--- src/common/seg_trig_pkg.sv ---
// Purpose: shared constants and types for the level/window trigger and segment recorder
// Assumes: 32-bit APB data, register byte address = index * 4
// Notes:   indexes are kept as printed; byte addresses derive from them
package seg_trig_pkg;
  localparam int ADDR_W   = 18;
  localparam int SAMPLE_W = 14;
  localparam int DATA_W   = 32;

  localparam logic [15:0] IDX_TOTAL_LEN  = 16'h2710;
  localparam logic [15:0] IDX_SEG_LEN    = 16'h271a;
  localparam logic [15:0] IDX_POST_CNT   = 16'h2774;
  localparam logic [15:0] IDX_CTRL       = 16'h27d8;
  localparam logic [15:0] IDX_STATUS     = 16'h27e2;
  localparam logic [15:0] IDX_TRIG_POS   = 16'h27ec;
  localparam logic [15:0] IDX_IRQ_STAT   = 16'h283c;
  localparam logic [15:0] IDX_IRQ_EN     = 16'h2846;
  localparam logic [15:0] IDX_IRQ_CLR    = 16'h2850;
  localparam logic [15:0] IDX_TRIG_MODE  = 16'h9ea2;
  localparam logic [15:0] IDX_LEVEL_PRI  = 16'ha4d8;
  localparam logic [15:0] IDX_LEVEL_SEC  = 16'ha53c;

  localparam logic [DATA_W-1:0] BELOW_LEVEL_CONDITION  = 32'h0000_0010;
  localparam logic [DATA_W-1:0] INSIDE_BAND_CONDITION  = 32'h0000_0080;
  localparam logic [DATA_W-1:0] OUTSIDE_BAND_CONDITION = 32'h0000_0100;

  localparam int CTRL_START_BIT = 0;
  localparam int CTRL_STOP_BIT  = 1;
  localparam int IRQ_W          = 3;
  localparam int IRQ_SEG_BIT    = 0;
  localparam int IRQ_DONE_BIT   = 1;
  localparam int IRQ_ERR_BIT    = 2;

  localparam logic [DATA_W-1:0] PRE_EVENT_MAX   = 32'h0000_2000;
  localparam logic [DATA_W-1:0] ZERO_WORD       = 32'h0000_0000;
  localparam logic [DATA_W-1:0] ONE_WORD        = 32'h0000_0001;

  localparam logic [ADDR_W-1:0] ADDR_TOTAL_LEN = ADDR_W'({IDX_TOTAL_LEN, 2'b00});
  localparam logic [ADDR_W-1:0] ADDR_SEG_LEN   = ADDR_W'({IDX_SEG_LEN, 2'b00});
  localparam logic [ADDR_W-1:0] ADDR_POST_CNT  = ADDR_W'({IDX_POST_CNT, 2'b00});
  localparam logic [ADDR_W-1:0] ADDR_CTRL      = ADDR_W'({IDX_CTRL, 2'b00});
  localparam logic [ADDR_W-1:0] ADDR_STATUS    = ADDR_W'({IDX_STATUS, 2'b00});
  localparam logic [ADDR_W-1:0] ADDR_TRIG_POS  = ADDR_W'({IDX_TRIG_POS, 2'b00});
  localparam logic [ADDR_W-1:0] ADDR_IRQ_STAT  = ADDR_W'({IDX_IRQ_STAT, 2'b00});
  localparam logic [ADDR_W-1:0] ADDR_IRQ_EN    = ADDR_W'({IDX_IRQ_EN, 2'b00});
  localparam logic [ADDR_W-1:0] ADDR_IRQ_CLR   = ADDR_W'({IDX_IRQ_CLR, 2'b00});
  localparam logic [ADDR_W-1:0] ADDR_TRIG_MODE = ADDR_W'({IDX_TRIG_MODE, 2'b00});
  localparam logic [ADDR_W-1:0] ADDR_LEVEL_PRI = ADDR_W'({IDX_LEVEL_PRI, 2'b00});
  localparam logic [ADDR_W-1:0] ADDR_LEVEL_SEC = ADDR_W'({IDX_LEVEL_SEC, 2'b00});

  typedef enum logic [5:0] {
    S_IDLE  = 6'b000001,
    S_PRE   = 6'b000010,
    S_ARMED = 6'b000100,
    S_POST  = 6'b001000,
    S_REARM = 6'b010000,
    S_DONE  = 6'b100000
  } rec_state_type;

  typedef struct packed {
    logic [DATA_W-1:0]          mode;
    logic signed [SAMPLE_W-1:0] upper;
    logic signed [SAMPLE_W-1:0] lower;
  } trig_cfg_type;

  typedef struct packed {
    logic                we;
    logic [DATA_W-1:0]   addr;
    logic [SAMPLE_W-1:0] data;
  } mem_wr_type;
endpackage

--- src/verilog/level_trig_detect.sv ---
// Purpose: compares each sample with the levels, gives gate level and event pulse
// Assumes: samples are two's complement, same clock as the recorder
// Notes:   event is the first sample of a true condition seen while armed
`timescale 1ns/10ps
module level_trig_detect
  import seg_trig_pkg::*;
(
  input  wire logic                       clk_i,
  input  wire logic                       rst_n_i,
  input  wire trig_cfg_type               cfg_i,
  input  wire logic                       restart_i,
  input  wire logic                       arm_i,
  input  wire logic                       valid_i,
  input  wire logic signed [SAMPLE_W-1:0] sample_i,
  output logic                            gate_o,
  output logic                            trig_o
);
  logic cond;
  logic prev_reg;
  logic tracking_reg;

  always_comb
  begin
    case (cfg_i.mode)
      BELOW_LEVEL_CONDITION:  cond = sample_i < cfg_i.upper;
      INSIDE_BAND_CONDITION:  cond = (sample_i >= cfg_i.lower) && (sample_i <= cfg_i.upper);
      OUTSIDE_BAND_CONDITION: cond = (sample_i < cfg_i.lower) || (sample_i > cfg_i.upper);
      default:                cond = 1'b0;
    endcase
  end

  // history held clear until the first armed sample; otherwise the pre fill
  // would swallow a condition already true at start
  always_ff @(posedge clk_i or negedge rst_n_i)
  begin
    if (!rst_n_i)
    begin
      prev_reg     <= 1'b0;
      tracking_reg <= 1'b0;
    end
    else if (restart_i)
    begin
      prev_reg     <= 1'b0;
      tracking_reg <= 1'b0;
    end
    else if (valid_i && (arm_i || tracking_reg))
    begin
      prev_reg     <= cond;
      tracking_reg <= 1'b1;
    end
  end

  always_ff @(posedge clk_i or negedge rst_n_i)
  begin
    if (!rst_n_i)
    begin
      gate_o <= 1'b0;
      trig_o <= 1'b0;
    end
    else
    begin
      if (valid_i)
        gate_o <= cond;
      trig_o <= valid_i && arm_i && !restart_i && cond && !prev_reg;
    end
  end
endmodule

--- src/verilog/seg_trig_record.sv ---
// Purpose: level/window trigger with hardware segmented recording, APB registers
// Assumes: converter samples arrive on mclk_i; memory takes one write per cycle
// Notes:   zero-wait-free APB slave, answers one cycle into the access phase
// Contract
// - low code flags samples below primary level
// - low mode fires on entering region; the code also fires at start if the first armed sample is already below
// - each mode drives an internal gate level
// - in-window code flags samples between levels
// - in-window fires on entry, or at start
// - outside code flags samples beyond band
// - outside fires on leaving, or at start
// - comparison runs on every sample
// - memory split into equal-size segments
// - each trigger fills the next segment
// - segments follow without software restart
// - hardware re-arms shortly after segment end
// - post count sets samples after trigger
// - segment length includes pre-trigger samples
//
// Decided for this implementation: the APB interface to the registers.
`timescale 1ns/10ps
module seg_trig_record
  import seg_trig_pkg::*;
#(
  parameter logic [DATA_W-1:0] PRE_MAX = PRE_EVENT_MAX
)
(
  input  wire logic                mclk_i,
  input  wire logic                rst_b_i,
  input  wire logic                psel_i,
  input  wire logic                penable_i,
  input  wire logic                pwrite_i,
  input  wire logic [ADDR_W-1:0]   paddr_i,
  input  wire logic [DATA_W-1:0]   pwdata_i,
  input  wire logic                sample_valid_i,
  input  wire logic [SAMPLE_W-1:0] sample_i,
  output logic                     pready_o,
  output logic [DATA_W-1:0]        prdata_o,
  output logic                     pslverr_o,
  output mem_wr_type               mem_o,
  output logic                     gate_o,
  output logic                     irq_o
);
  logic                rst_meta_reg;
  logic                rst_n;
  logic [DATA_W-1:0]   seg_len_reg;
  logic [DATA_W-1:0]   post_reg;
  logic [DATA_W-1:0]   total_reg;
  logic [DATA_W-1:0]   mode_reg;
  logic [DATA_W-1:0]   lvl_pri_reg;
  logic [DATA_W-1:0]   lvl_sec_reg;
  logic [IRQ_W-1:0]    irq_stat_reg;
  logic [IRQ_W-1:0]    irq_en_reg;
  logic [IRQ_W-1:0]    irq_set;
  logic [IRQ_W-1:0]    irq_clr;
  logic [DATA_W-1:0]   trig_pos_reg;
  logic [DATA_W-1:0]   seg_cnt_reg;
  logic [DATA_W-1:0]   base_reg;
  logic [DATA_W-1:0]   ofs_reg;
  logic [DATA_W-1:0]   fill_reg;
  logic [DATA_W-1:0]   post_left_reg;
  logic                valid_d_reg;
  logic [SAMPLE_W-1:0] sample_d_reg;
  logic                cfg_err_reg;
  rec_state_type       state_reg;
  rec_state_type       state_next;
  logic                acc;
  logic                wr_acc;
  logic                mapped;
  logic [DATA_W-1:0]   rd_data;
  logic [DATA_W-1:0]   pre_len;
  logic                cfg_err;
  logic                start_req;
  logic                stop_req;
  logic                trig_pulse;
  logic                restart;
  logic [DATA_W-1:0]   ofs_inc;
  logic [DATA_W-1:0]   next_base;
  trig_cfg_type        trig_cfg;

  // reset release through two flops, assertion stays asynchronous
  always_ff @(posedge mclk_i or negedge rst_b_i)
  begin
    if (!rst_b_i)
    begin
      rst_meta_reg <= 1'b0;
      rst_n        <= 1'b0;
    end
    else
    begin
      rst_meta_reg <= 1'b1;
      rst_n        <= rst_meta_reg;
    end
  end

  // apb: pready rises one cycle into the access phase
  assign acc    = psel_i && penable_i && pready_o;
  assign wr_acc = acc && pwrite_i;

  always_comb
  begin
    mapped  = 1'b1;
    rd_data = ZERO_WORD;
    case (paddr_i)
      ADDR_TOTAL_LEN: rd_data = total_reg;
      ADDR_SEG_LEN:   rd_data = seg_len_reg;
      ADDR_POST_CNT:  rd_data = post_reg;
      ADDR_CTRL:      rd_data = ZERO_WORD;
      ADDR_STATUS:    rd_data = {seg_cnt_reg[DATA_W-8:0], cfg_err_reg, 6'(state_reg)};
      ADDR_TRIG_POS:  rd_data = trig_pos_reg;
      ADDR_IRQ_STAT:  rd_data = DATA_W'(irq_stat_reg);
      ADDR_IRQ_EN:    rd_data = DATA_W'(irq_en_reg);
      ADDR_IRQ_CLR:   rd_data = ZERO_WORD;
      ADDR_TRIG_MODE: rd_data = mode_reg;
      ADDR_LEVEL_PRI: rd_data = lvl_pri_reg;
      ADDR_LEVEL_SEC: rd_data = lvl_sec_reg;
      default:        mapped  = 1'b0;
    endcase
  end

  always_ff @(posedge mclk_i or negedge rst_n)
  begin
    if (!rst_n)
    begin
      pready_o  <= 1'b0;
      prdata_o  <= ZERO_WORD;
      pslverr_o <= 1'b0;
    end
    else
    begin
      pready_o  <= psel_i && penable_i && !pready_o;
      prdata_o  <= (psel_i && penable_i && !pready_o && !pwrite_i) ? rd_data : ZERO_WORD;
      pslverr_o <= psel_i && penable_i && !pready_o && !mapped;
    end
  end

  // configuration registers; window bounds come from software as upper/lower
  always_ff @(posedge mclk_i or negedge rst_n)
  begin
    if (!rst_n)
    begin
      seg_len_reg <= ZERO_WORD;
      post_reg    <= ZERO_WORD;
      total_reg   <= ZERO_WORD;
      mode_reg    <= ZERO_WORD;
      lvl_pri_reg <= ZERO_WORD;
      lvl_sec_reg <= ZERO_WORD;
      irq_en_reg  <= '0;
    end
    else if (wr_acc)
    begin
      case (paddr_i)
        ADDR_SEG_LEN:   seg_len_reg <= pwdata_i;
        ADDR_POST_CNT:  post_reg    <= pwdata_i;
        ADDR_TOTAL_LEN: total_reg   <= pwdata_i;
        ADDR_TRIG_MODE: mode_reg    <= pwdata_i;
        ADDR_LEVEL_PRI: lvl_pri_reg <= pwdata_i;
        ADDR_LEVEL_SEC: lvl_sec_reg <= pwdata_i;
        ADDR_IRQ_EN:    irq_en_reg  <= pwdata_i[IRQ_W-1:0];
        default:        ;
      endcase
    end
  end

  assign start_req = wr_acc && (paddr_i == ADDR_CTRL) && pwdata_i[CTRL_START_BIT];
  assign stop_req  = wr_acc && (paddr_i == ADDR_CTRL) && pwdata_i[CTRL_STOP_BIT];
  assign irq_clr   = (wr_acc && (paddr_i == ADDR_IRQ_CLR)) ? pwdata_i[IRQ_W-1:0] : '0;

  // pre length derived, checked before a start is accepted
  assign pre_len = seg_len_reg - post_reg;
  assign cfg_err = (post_reg == ZERO_WORD) || (post_reg > seg_len_reg) ||
                   (pre_len > PRE_MAX) || (seg_len_reg > total_reg);

  assign trig_cfg.mode  = mode_reg;
  assign trig_cfg.upper = lvl_pri_reg[SAMPLE_W-1:0];
  assign trig_cfg.lower = lvl_sec_reg[SAMPLE_W-1:0];
  assign restart        = start_req && !cfg_err;

  level_trig_detect u_detect (
    .clk_i     (mclk_i),
    .rst_n_i   (rst_n),
    .cfg_i     (trig_cfg),
    .restart_i (restart),
    .arm_i     (state_reg == S_ARMED),
    .valid_i   (sample_valid_i),
    .sample_i  (sample_i),
    .gate_o    (gate_o),
    .trig_o    (trig_pulse)
  );

  // sample delayed one cycle so it lines up with the trigger pulse
  always_ff @(posedge mclk_i or negedge rst_n)
  begin
    if (!rst_n)
    begin
      valid_d_reg  <= 1'b0;
      sample_d_reg <= '0;
    end
    else
    begin
      valid_d_reg  <= sample_valid_i;
      sample_d_reg <= sample_i;
    end
  end

  assign ofs_inc   = (ofs_reg + ONE_WORD >= seg_len_reg) ? ZERO_WORD : ofs_reg + ONE_WORD;
  assign next_base = base_reg + seg_len_reg;

  always_comb
  begin
    state_next = state_reg;
    case (state_reg)
      S_IDLE, S_DONE:
        if (restart)
          state_next = (pre_len == ZERO_WORD) ? S_ARMED : S_PRE;
      S_PRE:
        if (valid_d_reg && (fill_reg + ONE_WORD >= pre_len))
          state_next = S_ARMED;
      S_ARMED:
        if (valid_d_reg && trig_pulse)
          state_next = (post_reg == ONE_WORD) ? S_REARM : S_POST;
      S_POST:
        if (valid_d_reg && (post_left_reg == ONE_WORD))
          state_next = S_REARM;
      S_REARM:
        if (next_base + seg_len_reg > total_reg)
          state_next = S_DONE;
        else
          state_next = (pre_len == ZERO_WORD) ? S_ARMED : S_PRE;
      default:
        state_next = S_IDLE;
    endcase
    if (stop_req)
      state_next = S_IDLE;
  end

  always_ff @(posedge mclk_i or negedge rst_n)
  begin
    if (!rst_n)
      state_reg <= S_IDLE;
    else
      state_reg <= state_next;
  end

  // segment bookkeeping; pre samples wrap inside the segment as a ring
  always_ff @(posedge mclk_i or negedge rst_n)
  begin
    if (!rst_n)
    begin
      base_reg      <= ZERO_WORD;
      ofs_reg       <= ZERO_WORD;
      fill_reg      <= ZERO_WORD;
      post_left_reg <= ZERO_WORD;
      seg_cnt_reg   <= ZERO_WORD;
      trig_pos_reg  <= ZERO_WORD;
    end
    else if (restart && (state_reg == S_IDLE || state_reg == S_DONE))
    begin
      base_reg    <= ZERO_WORD;
      ofs_reg     <= ZERO_WORD;
      fill_reg    <= ZERO_WORD;
      seg_cnt_reg <= ZERO_WORD;
    end
    else
    begin
      case (state_reg)
        S_PRE, S_ARMED, S_POST:
          if (valid_d_reg)
          begin
            ofs_reg  <= ofs_inc;
            fill_reg <= fill_reg + ONE_WORD;
          end
        S_REARM:
        begin
          base_reg    <= next_base;
          ofs_reg     <= ZERO_WORD;
          fill_reg    <= ZERO_WORD;
          seg_cnt_reg <= seg_cnt_reg + ONE_WORD;
        end
        default: ;
      endcase
      if (state_reg == S_ARMED && valid_d_reg && trig_pulse)
      begin
        trig_pos_reg  <= ofs_reg;
        post_left_reg <= post_reg - ONE_WORD;
      end
      else if (state_reg == S_POST && valid_d_reg)
        post_left_reg <= post_left_reg - ONE_WORD;
    end
  end

  // memory write port, registered
  always_ff @(posedge mclk_i or negedge rst_n)
  begin
    if (!rst_n)
      mem_o <= '0;
    else
    begin
      mem_o.we   <= valid_d_reg &&
                    (state_reg == S_PRE || state_reg == S_ARMED || state_reg == S_POST);
      mem_o.addr <= base_reg + ofs_reg;
      mem_o.data <= sample_d_reg;
    end
  end

  // sticky events; a set in the clearing cycle wins
  always_comb
  begin
    irq_set               = '0;
    irq_set[IRQ_SEG_BIT]  = (state_reg == S_REARM);
    irq_set[IRQ_DONE_BIT] = (state_reg == S_REARM) && (state_next == S_DONE);
    irq_set[IRQ_ERR_BIT]  = start_req && cfg_err;
  end

  always_ff @(posedge mclk_i or negedge rst_n)
  begin
    if (!rst_n)
    begin
      irq_stat_reg <= '0;
      cfg_err_reg  <= 1'b0;
      irq_o        <= 1'b0;
    end
    else
    begin
      irq_stat_reg <= (irq_stat_reg & ~irq_clr) | irq_set;
      if (start_req)
        cfg_err_reg <= cfg_err;
      irq_o <= |(irq_stat_reg & irq_en_reg);
    end
  end
endmodule

--- config.mk ---
export PLATFORM = sky130hd
export DESIGN_NAME = seg_trig_record
export DESIGN_NICKNAME = d
export VERILOG_FILES = /design/src/common/seg_trig_pkg.sv /design/src/verilog/level_trig_detect.sv /design/src/verilog/seg_trig_record.sv
export SDC_FILE = /design/constraint.sdc
export NUM_CORES = 1
export LEC_CHECK = 0
export BUFFER_PORTS_ARGS = -buffer_cell sky130_fd_sc_hd__buf_4
export CORE_ASPECT_RATIO = 1.75
export CORE_MARGIN = 5
export CORE_UTILIZATION = 53
export CTS_BUF_LIST = sky130_fd_sc_hd__clkbuf_16
export CTS_CLUSTER_DIAMETER = 50
export DETAILED_ROUTE_END_ITERATION = 10
export PLACE_DENSITY = 0.79
export SLEW_MARGIN = 5
export SYNTH_ARGS = -nofsm -noshare
export SYNTH_HDL_FRONTEND = slang
export SYNTH_SLANG_ARGS = --single-unit
export TNS_END_PERCENT = 5
--- constraint.sdc ---
create_clock -name mclk_i -period 31.2 [get_ports mclk_i]
set_input_delay 4.68 -clock mclk_i [delete_from_list [all_inputs] [get_ports mclk_i]]
set_output_delay 4.68 -clock mclk_i [all_outputs]
set_load 0.1 [all_outputs]
# --- Word-level counts from Yosys, hierarchy flattened ---
# Index checks and enable logic that the tools add are counted.
word_totals:
  register_bits: 500
  inputBits: 70
  output_inout_bits: 83
classes:
  add_sub_neg: 9
  n_lt_le_gt_ge: 11
  eq_ne: 25
  n_mux: 31
  n_bitwise: 5
  n_reduce_logical: 61
ops:
  columns: ["cell", "count"]
  rows:
  - ["$mux 32", 12]
  - ["$pmux 32 s10", 1]
  - ["$eq 18x16->1 const B", 9]
  - ["$pmux 32 s2", 2]
  - ["$add 32x1->32 const B", 3]
  - ["$add 32x32->32", 3]
  - ["$gt 32x32->1", 3]
  - ["$eq 32x1->1 const B", 2]
  - ["$ge 32x32->1", 2]
  - ["$logic_not 32->1", 2]
  - ["$sub 32x1->32 const B", 2]
  - ["$eq 18x18->1 const B", 3]
  - ["$mux 6", 6]
  - ["$eq 32x5->1 const B", 1]
  - ["$eq 32x8->1 const B", 1]
  - ["$eq 32x9->1 const B", 1]
  - ["$gt 32x14->1 const B", 1]
  - ["$sub 32x32->32", 1]
  - ["$pmux 6 s5", 1]
  - ["$lt 14x14->1", 2]
  - ["$logic_and 1x1->1", 27]
  - ["$reduce_and 2->1", 10]
  - ["$ge 14x14->1", 1]
  - ["$gt 14x14->1", 1]
  - ["other kinds (23)", 45]

# --- Longest topological paths before layout ---
# Gate-level depths: netlist of the first run.
logic_depth:
  depth_word: 12
  ltp_mapped: 33
  ltp_nobuf: 33

# --- Modules after synthesis ---
# Synthesis of the first run repeated with hierarchy kept, for this count alone.
hier_totals:
  hier_cells: 3309
  area_unflattened_um2: 31712.9
by_module_without_submodules:
  columns: ["mod", "n_inst", "cells_per_inst", "area_per_inst_um2", "seq_area_each_um2"]
  rows:
  - ["seg_trig_record", 1, 3173, 30688.2, 12238.0]
  - ["level_trig_detect", 1, 136, 1024.7, 100.1]

# --- Least setup slack after synthesis of the first run ---
# OpenSTA, ideal clock, no wires.
synth_timing:
  path_type: "input port to flip-flop"
  from: "in paddr_i[1]"
  to: "reg lvl_pri_reg[17]"
  setup_ps: 125
  t_arrival_ps: 7122
  t_required_ps: 31075
  setup_slack_ps: 23953
  stages: 9
  cell_sequence: "nor3_1 nand4b_1 nor3_1 nand3_1 nor4_1 and2_1 clkbuf_1 buf_1 mux2_2"
synth_via:
  elab_chain_cells: 2
synth_rtl:
  columns: ["element", "line_no", "rtl"]
  rows:
  - ["start, declared", "seg_trig_record.sv:33", "input wire logic [ADDR_W-1:0] paddr_i,"]
  - ["$eq 18x18->1", "seg_trig_record.sv:152", "case (paddr_i)"]
  - ["$reduce_and 2->1 (no source line)", null, null]
  - ["end signal, assigned", "seg_trig_record.sv:157", "ADDR_LEVEL_PRI: lvl_pri_reg <= pwdata_i;"]
  - ["end, declared", "seg_trig_record.sv:50", "logic [DATA_W-1:0] lvl_pri_reg;"]
# Every way passes these cells.
# A chain may end at the register's enable or synchronous reset.

# --- Final worst setup path of the first run ---
layout_timing:
  from: "reg seg_len_reg[1]"
  to: "reg state_reg[1]"
layout_via:
  elab_chain_cells: 9
layout_rtl:
  columns: ["element", "line_no", "rtl"]
  rows:
  - ["start, declared", "seg_trig_record.sv:46", "logic [DATA_W-1:0] seg_len_reg;"]
  - ["start signal, assigned", "seg_trig_record.sv:153", "ADDR_SEG_LEN: seg_len_reg <= pwdata_i;"]
  - ["parallel branches: the longest is 7 deep, another holds $add 32x32->32", null, null]
  - ["$pmux 6 s5 *", "seg_trig_record.sv:212", "case (state_reg)"]
  - ["$mux 6 *", "seg_trig_record.sv:233", "if (stop_req)"]
  - ["via state_next[1]", "seg_trig_record.sv:66", "rec_state_type state_next;"]
  - ["end signal, assigned", "seg_trig_record.sv:242", "state_reg <= state_next;"]
  - ["end, declared", "seg_trig_record.sv:65", "rec_state_type state_reg;"]
# Mark *: on every way through the listed nets, which the timed path passes.

==> reports/metrics.csv, run 1 <==
stage,metric,value,unit
setup_path,max_stage_delay,0.71,ns
finish,top_register,mem_o,
global_routing,grt_overflow,0,
floorplanning,die_h,334,microns
finish,final_common_cell,dfrtp_1,
floorplanning,dieArea,65100,sq um
clock_tree,clock_sinks,493,
synth,async_flop_share,1.00,
timing,setup_viol,0,
synth,ys_types,85,
synth,ys.flop_type,dfrtp_1,
setup_path,cp_max_fo,8,
timing,hold_viol_final,0,
place,post_dp_cell_area,33700,sq um
finish,nNetsFinal,3732,
route,drt_iter0_markers,2030,
finish,final_cell_mix,"dfrtp_1 (491), ha_1 (289), nor2_1 (223)",
timing,fmax,0.125,GHz
clock_tree,max-clock-path-buffers,3,
hold_path,hold_path_class,flip-flop to flip-flop,
timing,drv_slew,0,
setup_path,startpoint_type,flip-flop,
floorplanning,pin_count,153,
synth,syn_area,31800,sq um
place,portBuffers,152,
run,maxCapViolations,0,
finish,fin_area,35400,sq um
route,wl_per_cell,22.8,microns
synth,synth_edf_count,0,
timing,min_period,8.02,ns
clock_tree,cts-root-buf,clkbuf_16,
pwr,p_per_area,36.3,nW/um^2
setup_path,worstPathRequired,31.70,ns
floorplanning,chipWidth,195,microns
synth,synthTopCellsByArea,"dfrtp_1 (39%), ha_1 (11%), mux2_2 (7.2%), xnor2_1 (4.4%), a21o_1 (2.8%)",
place,hpwl,73400,microns
route,ant_nets,0,
synth,yosys_register_bits,493,
synth,avgSynthCellArea,9.78,sq um
timing,worst_pin_slew,1.22,ns
global_routing,grt_usage,0.285,
floorplanning,initial_core_util,0.535,
clock_tree,postCtsSetupRepairBufs,0,
synth,synth_area_leader_cell,dfrtp_1,
route,first_pass_iters,6,
clock_tree,cts.htree.levels,2,
floorplanning,core_area,59400,sq um
clock_tree,cts_tree,built,
route,drc_errors,0,
global_routing,antenna_found_initial,1,
setup_path,cp.arrival,8.52,ns
setup_path,cp-end-kind,flip-flop,
finish,drive_above_1_share,0.149,
clock_tree,cts_resized,0,
finish,area_growth,11.3,%
pwr,worst_ir_drop_vdd,0.0418,mV
pwr,p_leak,17.6,nW
global_routing,first_global_vias,27100,
clock_tree,cts_buffers,50,
synth,synth_cells,3246,
place,pre_cts_ws,22.92,ns
floorplanning,rows,118,
route,routed_wirelength,95600,microns
synth,synth_nets,3609,
route,vias,26600,
clock_tree,hold_buffers,0,
synth,ys_warn_count,0,
global_routing,grt_max_degree,172,
place,gp_congestion,0.960,
setup_path,critPathSlowestCell,a2111oi_0,
clock_tree,clkLatencyLatePin,0.63,ns
route,avgViaCountPerCell,6.35,
setup_path,criticalPathCategory,flip-flop to flip-flop,
timing,fin_tns_setup,0,ns
timing,slew_headroom,0.179,
synth,seq_area_frac_synth,0.388,
pwr,power.total,1.28,mW
timing,rsz0062_at_grt,no,
clock_tree,cts.reportedPaths.clkPinSlew,0.07,ns
run_status,outcome,finished clean,
synth,synth_top_area_frac,0.388,
finish,largest_register_ff_count,47,
global_routing,grt_pass1_wl,149000,microns
timing,setup_slack,23.18,ns
timing,period_share,0.257,
timing,skew,0.0338,ns
-- per-layer routing --
layer	routed length (microns)	vias up	part of all wire	global-route usage
li1	-	12100	-	-
met1	36000	13100	0.38	0.329
met2	45700	1086	0.48	0.484
met3	6290	353	0.066	0.0481
met4	7590	2	0.079	0.188
met5	10	-	0.00010	0
-- final cells by class --
class / count / area, sq um
Multi-Input combinational cell: 2453 / 18300
Fill cell: 5062 / 24000
Clock inverter: 41 / 344
Inverter: 190 / 713
Timing Repair Buffer: 181 / 1370
Sequential cell: 493 / 12300
Clock buffer: 51 / 1280
Antenna cell: 1 / 2.50
Tap cell: 780 / 976
-- synthesized netlist by cell type, types with 40 or more instances --
cell,count
dfrtp_1,492
clkbuf_1,81
a22oi_1,61
a21o_1,118
nand2b_1,40
a221oi_1,56
nand2_1,217
nor3_1,63
ha_1,289
inv_1,189
xor2_1,87
nand4_1,62
a31oi_1,54
a22o_1,68
nand3_1,67
mux2_2,204
o21ai_0,126
nor2_1,226
xnor2_1,160
a21oi_1,159
-- through the flow --
stage / instances / hold slack (ns) / util
after CTS: 4189 / 0.351 / 0.596
after global placement: 4097 / 0.333 / 0.569
after floorplan: 3246 / 0.331 / -
after global routing: 4189 / 0.364 / 0.596
final: 4190 / 0.347 / 0.596
after detailed placement: 4097 / 0.335 / 0.569
-- worst max-delay path: cells and delay by family, from the launching register on --
kind / cells / cell delay (ns)
AO/OA/AOI/OAI: 17 / 5.09
adder cells (fa/ha/maj): 3 / 0.96
AND/OR/NAND/NOR: 6 / 0.93
flip-flops: 1 / 0.61
XOR/XNOR: 2 / 0.29
-- logic make-up (layout without fill, tap and decap cells) --
family	after synthesis	after routing	synth area share
and+or+nand+nor	883	883	0.138
AOI/OAI and AO/OA	817	817	0.178
DFF	493	493	0.388
buffers and inverters	300	463	0.0360
adders and majority gates	293	293	0.116
xor gates and xnor gates	247	247	0.0681
muxes	212	212	0.0748
other	1	2	0.000118
-- report_power, final --
part | internal (mW) | total (mW) | switching, mW
logic | 0.00975 | 0.0400 | 0.0303
clock network | 0.326 | 0.601 | 0.275
registers | 0.641 | 0.644 | 0.00225
-- worst paths after layout --
check	cells past startpoint	from	end	slack (ns)
min	0	sample_d_reg[7]	mem_o[7]	0.35
max in group asynchronous	1	rst_b_i	rst_n	27.28
max	28	seg_len_reg[1]	state_reg[1]	23.18
min in group asynchronous	0	rst_n	prdata_o[12]	0.38
min reg2reg	0	sample_d_reg[7]	mem_o[7]	0.35
max reg2reg	28	seg_len_reg[1]	state_reg[1]	23.18
Note: power is estimated with default switching activity, not from simulation.
==> inputs of run 2 (changes only) <==
clock period = 8.3 ns   (was 31.2 ns; I/O delays follow)
==> reports/metrics.csv, run 2 (synthesis gave the netlist of run 1 again) <==
stage,metric,value,unit
finish,drive_above_1_share,0.153,
pwr,internal_power,3.76,mW
clock_tree,cts.reportedPaths.clkPinSlew,0.07,ns
setup_path,cp.arrival,7.98,ns
setup_path,critPathSlowestCell,a2111oi_0,
finish,finalNonFillerCells,4192,
clock_tree,cts_buffers,49,
place,gp_congestion,0.961,
global_routing,antenna_found_initial,2,
pwr,worst_ir_drop_vdd,0.227,mV
route,vias,26700,
route,drc_errors,0,
setup_path,criticalPathCategory,flip-flop to flip-flop,
timing,min_period,7.49,ns
route,avgViaCountPerCell,6.37,
setup_path,worstPathRequired,8.79,ns
floorplanning,chipWidth,195,microns
clock_tree,cts_resized,0,
timing,hold_slack,0.219,ns
pwr,p_sw,1.18,mW
route,wl_per_cell,23.0,microns
floorplanning,dieArea,65100,sq um
clock_tree,cts_tree,built,
route,routed_wirelength,96600,microns
setup_path,cp_max_fo,8,
timing,hold_viol_final,0,
timing,worst_pin_slew,1.18,ns
timing,slew_headroom,0.208,
clock_tree,postCtsSetupRepairBufs,0,
finish,fill_cells,5062,
hold_path,hold_path_class,flip-flop to asynchronous set/reset pin,
timing,drv_slew,0,
setup_path,reg2reg_from,seg_len_reg[1],
route,drt_iter0_markers,2146,
finish,area_growth,11.7,%
clock_tree,max-clock-path-buffers,3,
place,portBuffers,152,
route,ant_nets,0,
timing,setup_viol,0,
global_routing,first_global_vias,27300,
clock_tree,clkLatencyLatePin,0.61,ns
setup_path,max_stage_delay,0.69,ns
floorplanning,pin_count,153,
timing,fmax,0.133,GHz
pwr,seqPwrFrac,0.489,
global_routing,grt_overflow,0,
place,dp_cells,4101,
clock_tree,hold_buffers,0,
global_routing,grt_usage,0.289,
clock_tree,cts.htree.levels,2,
finish,top_register,mem_o,
pwr,p_per_area,139,nW/um^2
floorplanning,die_h,334,microns
pwr,clkPwrFrac,0.480,
pwr,combPwrFrac,0.031,
finish,final_cell_mix,"dfrtp_1 (491), ha_1 (289), nor2_1 (223)",
setup_path,cp-end-kind,flip-flop,
run_status,outcome,finished clean,
finish,largest_register_ff_count,47,
clock_tree,clock_sinks,493,
global_routing,grt_pass1_wl,151000,microns
run,maxCapViolations,0,
setup_path,r2r_slack,0.81,ns
floorplanning,core_area,59400,sq um
setup_path,worstRegToRegCells,28,
place,hpwl,74400,microns
setup_path,startpoint_type,flip-flop,
route,first_pass_iters,6,
floorplanning,initial_core_util,0.535,
finish,nNetsFinal,3735,
finish,final_common_cell,dfrtp_1,
pwr,p_leak,17.6,nW
timing,skew,0.0265,ns
setup_path,r2r-end,state_reg[1],
timing,rsz0062_at_grt,no,
timing,fin_tns_setup,0,ns
clock_tree,cts-root-buf,clkbuf_16,
timing,period_share,0.903,
global_routing,grt_max_degree,172,
floorplanning,rows,118,
pwr,switching_share,0.239,
## run 2: cell types whose count changed in the layout (fill, tap and decap cells not counted), moves of 2 or more
cell       delta
buf_4         +3
clkinv_1      -6
inv_1         -7
clkinv_4      +3
clkinv_16     -2
inv_6         +4
bufinv_16     +3
clkinv_2      +2
## run 2: worst max-delay path by stage
stage                        start            to  depth (start not counted)  slack [ns]
finish              seg_len_reg[1]  state_reg[1]                         28        0.81
global route        seg_len_reg[1]  state_reg[1]                         28        0.21
CTS                 seg_len_reg[1]  state_reg[1]                         28        0.78
detailed placement  seg_len_reg[1]  state_reg[1]                         28        0.80
global placement    seg_len_reg[1]  state_reg[1]                         28        0.79
floorplan                    rst_n   base_reg[0]                          0        0.27
## run 2: layout make-up
cell class                 count  area, sq um  area share
antenna                        1         2.50   0.0000705
clock buffer                  50         1250      0.0353
clock inverter                40          433      0.0122
inverter                     190          713      0.0201
multi-input combinational   2453        18300       0.517
sequential                   493        12300       0.348
tap                          780          976      0.0275
timing repair buffer         185         1410      0.0399
## run 2: through the flow
stage,area (sq um),power (mW),util,setup slack [ns]
2_1_floorplan,31800,2.54,-,0.271
3_3_place_gp,33800,2.61,0.569,0.786
3_5_place_dp,33800,2.62,0.569,0.796
4_1_cts,35500,4.96,0.598,0.782
5_1_grt,35500,5.08,0.598,0.207
6_report,35500,4.94,0.598,0.806
## run 2: power by group through the flow
stage          clock network, mW  registers [mW]  logic, mW
2_1_floorplan                  0            2.52     0.0157
3_3_place_gp                   0            2.46      0.153
3_5_place_dp                   0            2.46      0.155
4_1_cts                     2.39            2.42      0.155
5_1_grt                     2.50            2.42      0.168
6_report                    2.37            2.42      0.153
## run 2: routing by layer
| metal | global-route usage | up-vias | wire, microns | share of wire |
|---|---|---|---|---|
| met5 | 0 | - | 0 | 0 |
| met2 | 0.502 | 1140 | 47400 | 0.49 |
| li1 | - | 12100 | - | - |
| met3 | 0.0377 | 364 | 5800 | 0.060 |
| met4 | 0.179 | 0 | 7400 | 0.077 |
| met1 | 0.339 | 13100 | 36000 | 0.37 |
## run 2: critical path, delay by kind of cell, from the launching register on
family	cells	cell delay [ns]
compound gates	17	4.68
fa+ha+maj	3	0.97
simple gates	6	0.92
flops	1	0.50
xor+xnor	2	0.33
==> inputs of run 3 (changes only) <==
CORE_ASPECT_RATIO = not set   (was 1.75)
CTS_BUF_LIST = sky130_fd_sc_hd__clkbuf_4 sky130_fd_sc_hd__clkbuf_8   (was sky130_fd_sc_hd__clkbuf_16)
==> reports/metrics.csv, run 3 (synthesis gave the netlist of run 1 again) <==
stage,metric,value,unit
pwr,power.total,5.16,mW
pwr,seqPwrFrac,0.469,
timing,drv_slew,0,
clock_tree,cts.htree.levels,3,
floorplanning,initial_core_util,0.536,
global_routing,antenna_found_initial,3,
timing,min_period,7.44,ns
timing,setup_viol,0,
global_routing,grt_max_degree,179,
timing,slew_headroom,0.0530,
clock_tree,max-clock-path-buffers,3,
setup_path,reg2reg_from,seg_len_reg[1],
timing,fmax,0.134,GHz
pwr,p_leak,17.8,nW
finish,area_growth,12.6,%
pwr,clkPwrFrac,0.503,
setup_path,crit_start,seg_len_reg[1],
finish,top_register,mem_o,
clock_tree,cts.reportedPaths.clkPinSlew,0.06,ns
place,portBuffers,152,
clock_tree,cts-root-buf,clkbuf_8,
pwr,p_sw,1.20,mW
global_routing,grt_pass1_wl,147000,microns
place,hpwl,69800,microns
timing,rsz0062_at_grt,no,
setup_path,max_stage_delay,0.73,ns
finish,drive_above_1_share,0.170,
route,drc_errors,0,
timing,worst_pin_slew,1.42,ns
clock_tree,cts_resized,0,
route,ant_nets,0,
finish,final_cell_mix,"dfrtp_1 (491), ha_1 (289), nor2_1 (223)",
finish,nNetsFinal,3767,
setup_path,r2r-end,state_reg[1],
global_routing,grt_overflow,0,
route,wl_per_cell,22.2,microns
global_routing,first_global_vias,26600,
place,dp_cells,4088,
timing,skew,0.0544,ns
floorplanning,pin_count,153,
setup_path,worstRegToRegCells,28,
global_routing,grt_usage,0.284,
pwr,combPwrFrac,0.028,
pwr,internal_power,3.96,mW
setup_path,cp-end-kind,flip-flop,
clock_tree,hold_buffers,0,
timing,period_share,0.896,
timing,hold_viol_final,0,
route,avgViaCountPerCell,6.37,
pwr,switching_share,0.233,
floorplanning,chipWidth,255,microns
route,drt_iter0_markers,2357,
pwr,worst_ir_drop_vdd,0.157,mV
timing,fin_tns_setup,0,ns
setup_path,cp_max_fo,8,
run_status,outcome,finished clean,
route,vias,27000,
setup_path,r2r_slack,0.86,ns
place,gp_congestion,0.989,
clock_tree,cts_tree,built,
floorplanning,dieArea,64900,sq um
setup_path,cp.arrival,8.02,ns
pwr,p_per_area,144,nW/um^2
route,routed_wirelength,94200,microns
floorplanning,rows,89,
floorplanning,die_h,255,microns
clock_tree,clkLatencyLatePin,0.71,ns
finish,finalNonFillerCells,4246,
setup_path,criticalPathCategory,flip-flop to flip-flop,
route,first_pass_iters,6,
finish,final_common_cell,dfrtp_1,
floorplanning,core_area,59200,sq um
clock_tree,cts_buffers,87,
setup_path,critPathSlowestCell,a2111oi_0,
run,maxCapViolations,0,
setup_path,startpoint_type,flip-flop,
setup_path,worstPathRequired,8.88,ns
hold_path,hold_path_class,input port to asynchronous set/reset pin,
clock_tree,postCtsSetupRepairBufs,0,
finish,largest_register_ff_count,47,
clock_tree,clock_sinks,493,
-- run 3: cell types whose count changed in the layout (fill, tap and decap cells not counted), moves of 4 or more --
cell	before	now
buf_4	183	178
clkbuf_16	50	0
clkbuf_4	0	22
clkbuf_8	0	112
clkinv_1	5	1
clkinv_4	5	0
inv_6	6	1
-- run 3: power by group through the flow --
stage / clock network (mW) / logic (mW) / registers (mW)
finish: 2.60 / 0.147 / 2.42
global route: 2.74 / 0.161 / 2.42
CTS: 2.63 / 0.149 / 2.42
detailed placement: 0 / 0.149 / 2.46
global placement: 0 / 0.148 / 2.46
floorplan: 0 / 0.0157 / 2.52
-- run 3: stage by stage --
stage,worst slack (ns),cell area [sq um],util,hold slack (ns)
floorplan,0.271,31800,-,0.331
global placement,1.19,33700,0.569,0.325
detailed placement,0.931,33700,0.569,0.328
CTS,0.924,35800,0.604,0.265
global route,0.414,35800,0.604,0.284
finish,0.864,35800,0.604,0.312
-- run 3: worst max-delay path by stage --
stage / slack, ns / cells past startpoint / end
2_1_floorplan: 0.27 / 0 / base_reg[0]
3_3_place_gp: 1.19 / 28 / state_reg[1]
3_5_place_dp: 0.93 / 28 / state_reg[1]
4_1_cts: 0.92 / 28 / state_reg[1]
5_1_grt: 0.41 / 28 / state_reg[1]
6_report: 0.86 / 28 / state_reg[1]
-- run 3: layout make-up --
class	instances	area [sq um]
diodes	1	2.50
clock buffers	134	1710
clock inverters	23	324
fillers	4901	23500
inverters	190	713
multi-input cells	2453	18300
flip-flops and latches	493	12300
well taps	773	967
repair buffers	179	1360
-- run 3: metal layers --
metal / share of wire / track usage
met1: 0.42 / 0.395
met2: 0.45 / 0.447
met3: 0.088 / 0.0488
met4: 0.038 / 0.112
met5: 0 / 0
-- run 3: critical path, delay by kind of cell (launching register included) --
kind | cells | cell delay (ns)
fa+ha+maj | 3 | 0.99
xor+xnor | 2 | 0.36
simple gates | 6 | 0.91
compound gates | 17 | 4.60
flops | 1 | 0.49
